`src/design/term_status_pkg.sv`:
```
// constants for the terminal status low byte and its register window
`default_nettype none
package term_status_pkg;
  // wishbone byte offsets
  localparam logic [7:0] OFF_STATUS = 8'h00;
  localparam logic [7:0] OFF_BITWORD = 8'h04;
  localparam logic [7:0] OFF_PEND = 8'h08;
  localparam logic [7:0] OFF_MASK = 8'h0c;
  // status byte field positions
  localparam int MON_MIP_BIT = 7;
  localparam int RT_MIP_BIT = 4;
  localparam int RT_INH_BIT = 2;
  localparam int CKS_ERR_BIT = 1;
  localparam int RAM_FAIL_BIT = 0;
  // pending and mask field positions
  localparam int PEND_CKS_BIT = 14;
  localparam int PEND_RAM_BIT = 13;
  // built-in test word: which bus was shut down
  localparam int BITW_BUS_A_BIT = 0;
  localparam int BITW_BUS_B_BIT = 1;
  // reset values
  localparam logic [15:0] STATUS_RST = 16'h0000;
  localparam logic [15:0] BITWORD_RST = 16'h0000;
  localparam logic [15:0] PEND_RST = 16'h0000;
  localparam logic [15:0] MASK_RST = 16'h0000;
endpackage
`default_nettype wire

```
`src/design/terminal_status_low_bits.sv`:
```
// low byte of the terminal master status word with init-failure interrupts
// How it works
// monitor in-progress bit 7 sets on valid command, clears at message end
// RT in-progress bit 4 sets on command for the RT, clears at end
// bits 6, 5 and 3 of the status byte always read zero
// bit 2 high while one bus is inhibited by a shutdown mode code
// inhibit ends on override mode code, master reset or RT soft reset request
// the shut-down bus is recorded in the built-in test word
// checksum failure sets bit 1 and pending bit 14
// init failure flags work only if auto-init strap was high at reset release
// failures are caught in full auto-init and in terminal soft-reset reloads
// RAM mismatch sets bit 0 and pending bit 13
// while not ready, every read returns the status register
// status flags are read-only and clear on master reset
//
// The implementer's own choices: the address map and the Wishbone interface to the registers.
`default_nettype none
module terminal_status_low_bits (
  // clock and master reset
  input wire logic clk_i,
  input wire logic rst_n_i,
  // strap and readiness
  input wire logic auto_init_enable_pin_i,
  input wire logic ready_i,
  // protocol events
  input wire logic mon_cmd_valid_i,
  input wire logic mon_msg_done_i,
  input wire logic rt_cmd_valid_i,
  input wire logic rt_msg_done_i,
  input wire logic bus_shutdown_i,
  input wire logic bus_shutdown_sel_b_i,
  input wire logic shutdown_override_i,
  input wire logic rt_soft_reset_request_i,
  input wire logic monitor_soft_reset_request_i,
  // auto-initialization results
  input wire logic init_busy_i,
  input wire logic checksum_fail_i,
  input wire logic ram_mismatch_i,
  // wishbone slave
  input wire logic wb_cyc_i,
  input wire logic wb_stb_i,
  input wire logic wb_we_i,
  input wire logic [7:0] wb_adr_i,
  input wire logic [3:0] wb_sel_i,
  input wire logic [31:0] wb_dat_i,
  output logic [31:0] wb_dat_o,
  output logic wb_ack_o,
  // interrupt and status
  output logic irq_o,
  output logic rt_bus_inhibited_o
);

  logic mon_mip_r, mon_mip_nxt;
  logic rt_mip_r, rt_mip_nxt;
  logic inh_r, inh_nxt;
  logic cks_r, cks_nxt;
  logic ram_r, ram_nxt;
  logic auto_en_r, auto_en_nxt;
  logic strap_done_r, strap_done_nxt;
  logic reload_r, reload_nxt;
  logic [15:0] bitw_r, bitw_nxt;
  logic [15:0] pend_r, pend_nxt;
  logic [15:0] mask_r, mask_nxt;
  logic irq_r, irq_nxt;
  logic ack_r, ack_nxt;
  logic [31:0] dat_r, dat_nxt;
  logic [15:0] status_w;
  logic req_w, wr_w, cks_evt_w, ram_evt_w, win_w;

  // set has priority so an event in the clearing cycle survives
  function automatic logic flag_next(input logic cur, input logic set, input logic clr);
    flag_next = set | (cur & ~clr);
  endfunction

  // unused bits stay tied low in the assembled word
  always_comb begin
    status_w = term_status_pkg::STATUS_RST;
    status_w[term_status_pkg::MON_MIP_BIT] = mon_mip_r;
    status_w[term_status_pkg::RT_MIP_BIT] = rt_mip_r;
    status_w[term_status_pkg::RT_INH_BIT] = inh_r;
    status_w[term_status_pkg::CKS_ERR_BIT] = cks_r;
    status_w[term_status_pkg::RAM_FAIL_BIT] = ram_r;
  end

  // a request is taken once; ack drops the cycle after
  assign req_w = wb_cyc_i & wb_stb_i & ~ack_r;
  // host writes are locked out while not ready
  assign wr_w = req_w & wb_we_i & ready_i;
  // failures count only inside an init or reload with the strap captured
  assign win_w = auto_en_r & (init_busy_i | reload_r);
  assign cks_evt_w = checksum_fail_i & win_w;
  assign ram_evt_w = ram_mismatch_i & win_w;

  // flag, strap and interrupt state
  always_comb begin
    strap_done_nxt = 1'b1;
    // strap is caught at the first edge after release, not under reset
    auto_en_nxt = strap_done_r ? auto_en_r : auto_init_enable_pin_i;
    // a reload window spans a soft reset request until init busy drops
    reload_nxt = reload_r;
    if (rt_soft_reset_request_i | monitor_soft_reset_request_i) begin
      reload_nxt = 1'b1;
    end else if (!init_busy_i) begin
      reload_nxt = 1'b0;
    end
    // message flags: a set in the ending cycle wins
    mon_mip_nxt = flag_next(mon_mip_r, mon_cmd_valid_i, mon_msg_done_i);
    rt_mip_nxt = flag_next(rt_mip_r, rt_cmd_valid_i, rt_msg_done_i);
    inh_nxt = flag_next(inh_r, bus_shutdown_i,
                        shutdown_override_i | rt_soft_reset_request_i);
    cks_nxt = cks_r | cks_evt_w;
    ram_nxt = ram_r | ram_evt_w;
    // last shutdown overwrites, only one bus is ever inhibited at a time
    bitw_nxt = bitw_r;
    if (bus_shutdown_i) begin
      bitw_nxt = term_status_pkg::BITWORD_RST;
      if (bus_shutdown_sel_b_i) begin
        bitw_nxt[term_status_pkg::BITW_BUS_B_BIT] = 1'b1;
      end else begin
        bitw_nxt[term_status_pkg::BITW_BUS_A_BIT] = 1'b1;
      end
    end
    // write-one clears first, events set on top so a clash keeps the bit
    pend_nxt = pend_r;
    mask_nxt = mask_r;
    if (wr_w && wb_adr_i == term_status_pkg::OFF_PEND && wb_sel_i[1]) begin
      pend_nxt[15:8] = pend_r[15:8] & ~wb_dat_i[15:8];
    end
    if (wr_w && wb_adr_i == term_status_pkg::OFF_MASK && wb_sel_i[1]) begin
      mask_nxt[term_status_pkg::PEND_CKS_BIT] = wb_dat_i[term_status_pkg::PEND_CKS_BIT];
      mask_nxt[term_status_pkg::PEND_RAM_BIT] = wb_dat_i[term_status_pkg::PEND_RAM_BIT];
    end
    pend_nxt[term_status_pkg::PEND_CKS_BIT] =
      cks_evt_w | pend_nxt[term_status_pkg::PEND_CKS_BIT];
    pend_nxt[term_status_pkg::PEND_RAM_BIT] =
      ram_evt_w | pend_nxt[term_status_pkg::PEND_RAM_BIT];
    // from the next values so irq moves on the same edge as pending
    irq_nxt = |(pend_nxt & mask_nxt);
  end

  // master reset clears every flag
  always_ff @(posedge clk_i) begin
    if (!rst_n_i) begin
      mon_mip_r <= 1'b0;
      rt_mip_r <= 1'b0;
      inh_r <= 1'b0;
      cks_r <= 1'b0;
      ram_r <= 1'b0;
      auto_en_r <= 1'b0;
      strap_done_r <= 1'b0;
      reload_r <= 1'b0;
      bitw_r <= term_status_pkg::BITWORD_RST;
      pend_r <= term_status_pkg::PEND_RST;
      mask_r <= term_status_pkg::MASK_RST;
      irq_r <= 1'b0;
    end else begin
      mon_mip_r <= mon_mip_nxt;
      rt_mip_r <= rt_mip_nxt;
      inh_r <= inh_nxt;
      cks_r <= cks_nxt;
      ram_r <= ram_nxt;
      auto_en_r <= auto_en_nxt;
      strap_done_r <= strap_done_nxt;
      reload_r <= reload_nxt;
      bitw_r <= bitw_nxt;
      pend_r <= pend_nxt;
      mask_r <= mask_nxt;
      irq_r <= irq_nxt;
    end
  end

  // bus answer: one cycle after the request, data registered with ack
  always_comb begin
    ack_nxt = req_w;
    dat_nxt = 32'h0000_0000;
    if (req_w && !wb_we_i) begin
      if (!ready_i) begin
        dat_nxt[15:0] = status_w;
      end else begin
        unique case (wb_adr_i)
          term_status_pkg::OFF_STATUS: dat_nxt[15:0] = status_w;
          term_status_pkg::OFF_BITWORD: dat_nxt[15:0] = bitw_r;
          term_status_pkg::OFF_PEND: dat_nxt[15:0] = pend_r;
          term_status_pkg::OFF_MASK: dat_nxt[15:0] = mask_r;
          default: dat_nxt = 32'h0000_0000;
        endcase
      end
    end
  end

  // status offset has no write path at all
  always_ff @(posedge clk_i) begin
    if (!rst_n_i) begin
      ack_r <= 1'b0;
      dat_r <= 32'h0000_0000;
    end else begin
      ack_r <= ack_nxt;
      dat_r <= dat_nxt;
    end
  end

  assign wb_ack_o = ack_r;
  assign wb_dat_o = dat_r;
  assign irq_o = irq_r;
  assign rt_bus_inhibited_o = inh_r;
endmodule
`default_nettype wire

```
`config.mk`:
```
export PLATFORM = sky130hd
export DESIGN_NAME = terminal_status_low_bits
export DESIGN_NICKNAME = d
export VERILOG_FILES = /design/src/design/term_status_pkg.sv /design/src/design/terminal_status_low_bits.sv
export SDC_FILE = /design/constraint.sdc
export NUM_CORES = 1
export LEC_CHECK = 0
export BUFFER_PORTS_ARGS = -buffer_cell sky130_fd_sc_hd__buf_4
export CORE_MARGIN = 2
export CORE_UTILIZATION = 36
export DETAILED_ROUTE_END_ITERATION = 6
export GPL_ROUTABILITY_DRIVEN = 0
export PLACE_DENSITY_LB_ADDON = 0.12
export SYNTH_ARGS = -nofsm -noshare
export SYNTH_HDL_FRONTEND = slang
export SYNTH_SLANG_ARGS = --single-unit
```
`constraint.sdc`:
```
create_clock -name clk_i -period 1.6 [get_ports clk_i]
set_input_delay 0 -clock clk_i [delete_from_list [all_inputs] [get_ports clk_i]]
set_output_delay 0 -clock clk_i [all_outputs]
set_load 0.005 [all_outputs]
```
# Word-level counts from Yosys, hierarchy flattened
# Index checks and enable logic that the tools add are counted.
dict set report classes {
  eq_ne 4
  n_mux 9
  n_bitwise 27
  reduce_logical 10
}
# operator n
set op_table {}
lappend op_table {{16-bit case mux with 4 select lines} 1}
lappend op_table {{16-bit by 15-bit AND with 16-bit output} 1}
lappend op_table {{8-bit by 4-bit equality test with 1-bit output, second input constant} 2}
lappend op_table {{16-bit 2-to-1 mux} 1}
lappend op_table {{16-bit OR reduction} 1}
lappend op_table {{1-bit AND} 10}
lappend op_table {{1-bit bitwise OR} 10}
lappend op_table {{8-bit AND} 1}
lappend op_table {{8-bit by 3-bit equality test with 1-bit output, second input constant} 1}
lappend op_table {{8-bit zero test} 1}
lappend op_table {{8-bit 2-to-1 mux} 1}
lappend op_table {{8-bit NOT} 1}
lappend op_table {{1-bit logical AND} 5}
lappend op_table {{1-bit 2-to-1 mux} 5}
lappend op_table {{1-bit NOT} 4}
lappend op_table {{3-bit AND reduction} 1}
lappend op_table {{2-bit 2-to-1 mux} 1}
lappend op_table {{2-bit by 1-bit inequality test with 1-bit output, second input constant} 1}
lappend op_table {{2-bit AND reduction} 1}
lappend op_table {{1-bit zero test} 1}
dict set report totals {
  register_bits 54
  output_inout_bits 35
  word_cells 66
}

# Depth between registers and ports, before layout
dict set report depth {
  ltp_word 10
  mapped_depth 5
  mapped_depth_nobuf 4
}

# Least setup slack after synthesis
# OpenSTA, ideal clock, no wires.
dict set report synth_timing {
  kind {in2reg}
  start {input wb_adr_i[5]}
  end {register dat_r[13], in the netlist wb_dat_o[13]}
  setup_time_ns 0.064
  arrival_time_ns 1.487
  t_required_ns 1.536
  path_slack_ns 0.049
  path_stages 4
  path_buffers 0
  path_cell_list {or4_4 > or4b_4 > or3_1 > nor2_1}
}
dict set report synth_between {
  elab_chain_len 2
  elab_cells_between_ends 5
}
# item line
set synth_rtl {}
lappend synth_rtl {{start, declared} terminal_status_low_bits.sv:43} ;# input wire logic [7:0] wb_adr_i,
lappend synth_rtl {{8-bit by 4-bit equality test with 1-bit output, or another cell as far along} terminal_status_low_bits.sv:180} ;# unique case (wb_adr_i)
lappend synth_rtl {{16-bit case mux with 4 select lines *} terminal_status_low_bits.sv:180}
lappend synth_rtl {{end signal, assigned} terminal_status_low_bits.sv:198} ;# dat_r <= dat_nxt;
lappend synth_rtl {{end, declared} terminal_status_low_bits.sv:66} ;# logic [31:0] dat_r, dat_nxt;
# Mark *: on every way between the ends. The rest lies on a longest branch, timed or not.
# A chain may end at the register's enable or synchronous reset.

# Worst setup path after layout
dict set report layout_timing {
  start {register ack_r, in the netlist wb_ack_o}
  end {register dat_r[14], in the netlist wb_dat_o[14]}
}
dict set report layout_between {
  elab_chain_len 4
}
# item line
set layout_rtl {}
lappend layout_rtl {{start, declared} terminal_status_low_bits.sv:65} ;# logic ack_r, ack_nxt;
lappend layout_rtl {{start signal, assigned} terminal_status_low_bits.sv:197} ;# ack_r <= ack_nxt;
lappend layout_rtl {{1-bit NOT} terminal_status_low_bits.sv:86} ;# assign req_w = wb_cyc_i & wb_stb_i & ~ack_r;
lappend layout_rtl {{1-bit AND} terminal_status_low_bits.sv:86}
lappend layout_rtl {{1-bit logical AND} terminal_status_low_bits.sv:176} ;# if (req_w && !wb_we_i) begin
lappend layout_rtl {{3-bit AND reduction (no source line)} n/a}
# Every way passes these cells.

==> summary.txt <==
Max-slew violation count - 0
Final setup vio count - 2
Dpl ws - -0.127 ns
Cell taking the most area after synthesis - dfxtp_1
Reg2reg start - wb_ack_o$_SDFF_PN0_
Hold wc startpoint - wb_dat_i[14]
Number of global-route vias before repair - 1,099
Routed len/inst - 12.1 um
Tot Pwr - 1.78 mW
Root Driver - clkbuf_8
Main area contributors after synthesis - dfxtp_1 (51%), buf_4 (10%), and2_1 (5.0%)
DRT iter0 DRCs - 65
Post-DP HPWL - 2.22 mm
Critical Path RT - 1.82 ns
Post-route setup slack - -0.0396 ns
Initial antenna violation count - 0
WS Path Type - flip-flop to flip-flop
Setup total negative slack - -0.0755 ns
First-pass GRT wire length - 4.97 mm
Switching Share - 0.213
Failing checks - negative setup slack
H-tree levels - 2
GRT Total Usage - 0.159
Combinational power share - 0.108
DR vias - 1,154
Max VDD drop - 0.488 mV
TritonCTS Sinks - 35
Critical Path Sink Type - flip-flop
Die ar. - 4360 um2
# port buffers - 51
Sequential power share - 0.506
Starting Density - 0.375
Hold Path Class - input port to flip-flop
R2R cell count - 4
Leakage - 0.969 nW
Row cnt - 22
WHS Endpoint - mask_r[14]$_SDFF_PN0_
Ys Warns - 0
Seq/Total Area, Yosys - 0.506
Seq cells post-synth - 35
Share of cells above drive strength 1 - 0.352
WHS - 0.0114 ns
Number of CTS-inserted buffers - 5
Peak Freq - 610 MHz
Internal Power - 1.40 mW
Nets - 275
Fill cells - 345
Clock latency on the worst-skew pair - 0.28 ns
Power Density - 856 nW/um2
Bufs on Longest Clock Path - 2
Tcrit/Tclk final - 1.02
Worst Path Arrival - 1.86 ns
Router iterations before antenna repair - 4
Min Tclk post-route - 1.64 ns
Routed wire length - 3.15 mm
P_sw - 0.378 mW
Remaining global-route overflow - 0
Core footprint - 3690 um2
Run status - complete, but fails checks
Startpoint Class - flip-flop
Cell count after synthesis - 135
Pin count of the biggest net entering global routing - 23
Vias per cell - 4.42
Area grow syn2layout - 49.9%
FF-to-FF End - wb_dat_o[14]$_SDFF_PN0_
Post-route DRC - 0
Clk pwr share - 0.386
Max Cap Viol - 0
Clk_skew - 0.00201 ns
Boundary Pins - 98
Clock transition at path regs - 0.07 ns
Cells on Worst Hold Path - 3
CP Max Fanout - 3
Ant. Diodes - 0
Syn Area/Cell - 10.3 um2
CTS tree - done
Die height - 66 um
Setup repair after global routing missed its margin - true
Post-route ant nets - 0
Synth Cell Area - 1380 um2
Reg2reg setup slack - -0.04 ns
Commonest non-fill, non-tap cell in the layout - buf_4
Die Width - 66 um
Synth cell types - 29
Top-area cell type share of the netlist area - 0.506
Commonest non-fill, non-tap cells in the layout - buf_4 (59), dfxtp_1 (35), conb_1 (19), dlygate4sd3_1 (15), and2_1 (11)
Final count of hold timing violations - 0
what timing repair did:
| item | in CTS | in global routing |
|---|---|---|
| gates resized for setup | 2 | 2 |
| endpoints found under the setup margin | 5 | 11 |
| endpoints found under the hold margin | 14 | 0 |
| pin swaps | 0 | 7 |
| buffers inserted | 1 | 1 |
| hold buffers | 15 | 0 |
layer usage:
layer,global-route usage,vias to the layer above,wire [um]
li1,-,576,-
met1,0.167,530,1250
met2,0.261,42,1600
met3,0.0664,6,207
met4,0.0995,0,82
met5,0,-,0
synthesized netlist by cell type (all sizes together):
cell type and count:
o211a 2, or2 1, nor2 5, o41ai 1, nand4b 2, a21oi 10, nand2 10, o21ai 1
a22o 3, buf 19, or3 1, clkbuf 3, a211oi 1, and3b 1, nor2b 8, or4b 1
and2 11, mux2i 6, or4 1, and4b 1, dfxtp 35, nand4 1, conb 1, o21a 4
nor4 3, inv 2, nor4b 1
state kept, by name, indices dropped and copies added, names as in the netlist:
name,flops
auto_en_r,1
mon_mip_r,1
pend_r,8
wb_dat_o,13
cks_r,1
ram_r,1
reload_r,1
rt_mip_r,1
mask_r,2
rt_bus_inhibited_o,1
strap_done_r,1
wb_ack_o,1
irq_o,1
bitw_r,2
worst max-delay path: stages (launching register included):
cell,delay [ns]
dfxtp_1,0.31
and4b_1,0.27
or4b_4,0.51
or3_4,0.41
nor2_1,0.08
worst max path at each step:
stage,start,end,slack (ns),cells past startpoint
after global routing,wb_ack_o$_SDFF_PN0_,wb_dat_o[12]$_SDFF_PN0_,-0.1,4
after global placement,wb_adr_i[5],irq_o$_SDFF_PN0_,-0.12,7
after CTS,wb_ack_o$_SDFF_PN0_,wb_dat_o[14]$_SDFF_PN0_,0.006,4
final,wb_ack_o$_SDFF_PN0_,wb_dat_o[14]$_SDFF_PN0_,-0.04,4
after detailed placement,wb_adr_i[5],irq_o$_SDFF_PN0_,-0.13,7
after floorplan,wb_adr_i[5],wb_dat_o[13]$_SDFF_PN0_,0.05,4
metrics by stage:
step / cell area (um2) / cells / util
final: 2070 / 261 / 0.562
after global routing: 2070 / 261 / 0.562
after global placement: 1790 / 236 / 0.484
after detailed placement: 1790 / 236 / 0.484
after CTS: 2060 / 260 / 0.558
after floorplan: 1450 / 153 / -
power groups by stage:
stage          Clock (mW)  Combinational [mW]  Sequential [mW]
2_1_floorplan           0              0.0929            0.917
3_3_place_gp            0               0.152            0.918
3_5_place_dp            0               0.154            0.919
4_1_cts             0.711               0.187            0.899
5_1_grt             0.754               0.209            0.901
6_report            0.686               0.191            0.899
cells by family (layout without fill, tap and decap cells):
logic type / count (synthesis) / count (layout) / synth area share
compound gates: 22 / 22 / 0.107
buf+inv: 24 / 84 / 0.117
flops: 35 / 35 / 0.506
mux: 6 / 6 / 0.0434
other cells: 1 / 19 / 0.00271
simple gates: 47 / 47 / 0.224
cell type report:
cell class	instances	area, um2	area share
flip-flops and latches	35	701	0.338
multi-input cells	94	613	0.296
repair buffers	74	593	0.286
clock buffers	8	100	0.0483
well taps	48	60.1	0.0290
inverters	2	7.51	0.00362
(Power assumes the default switching activity.)
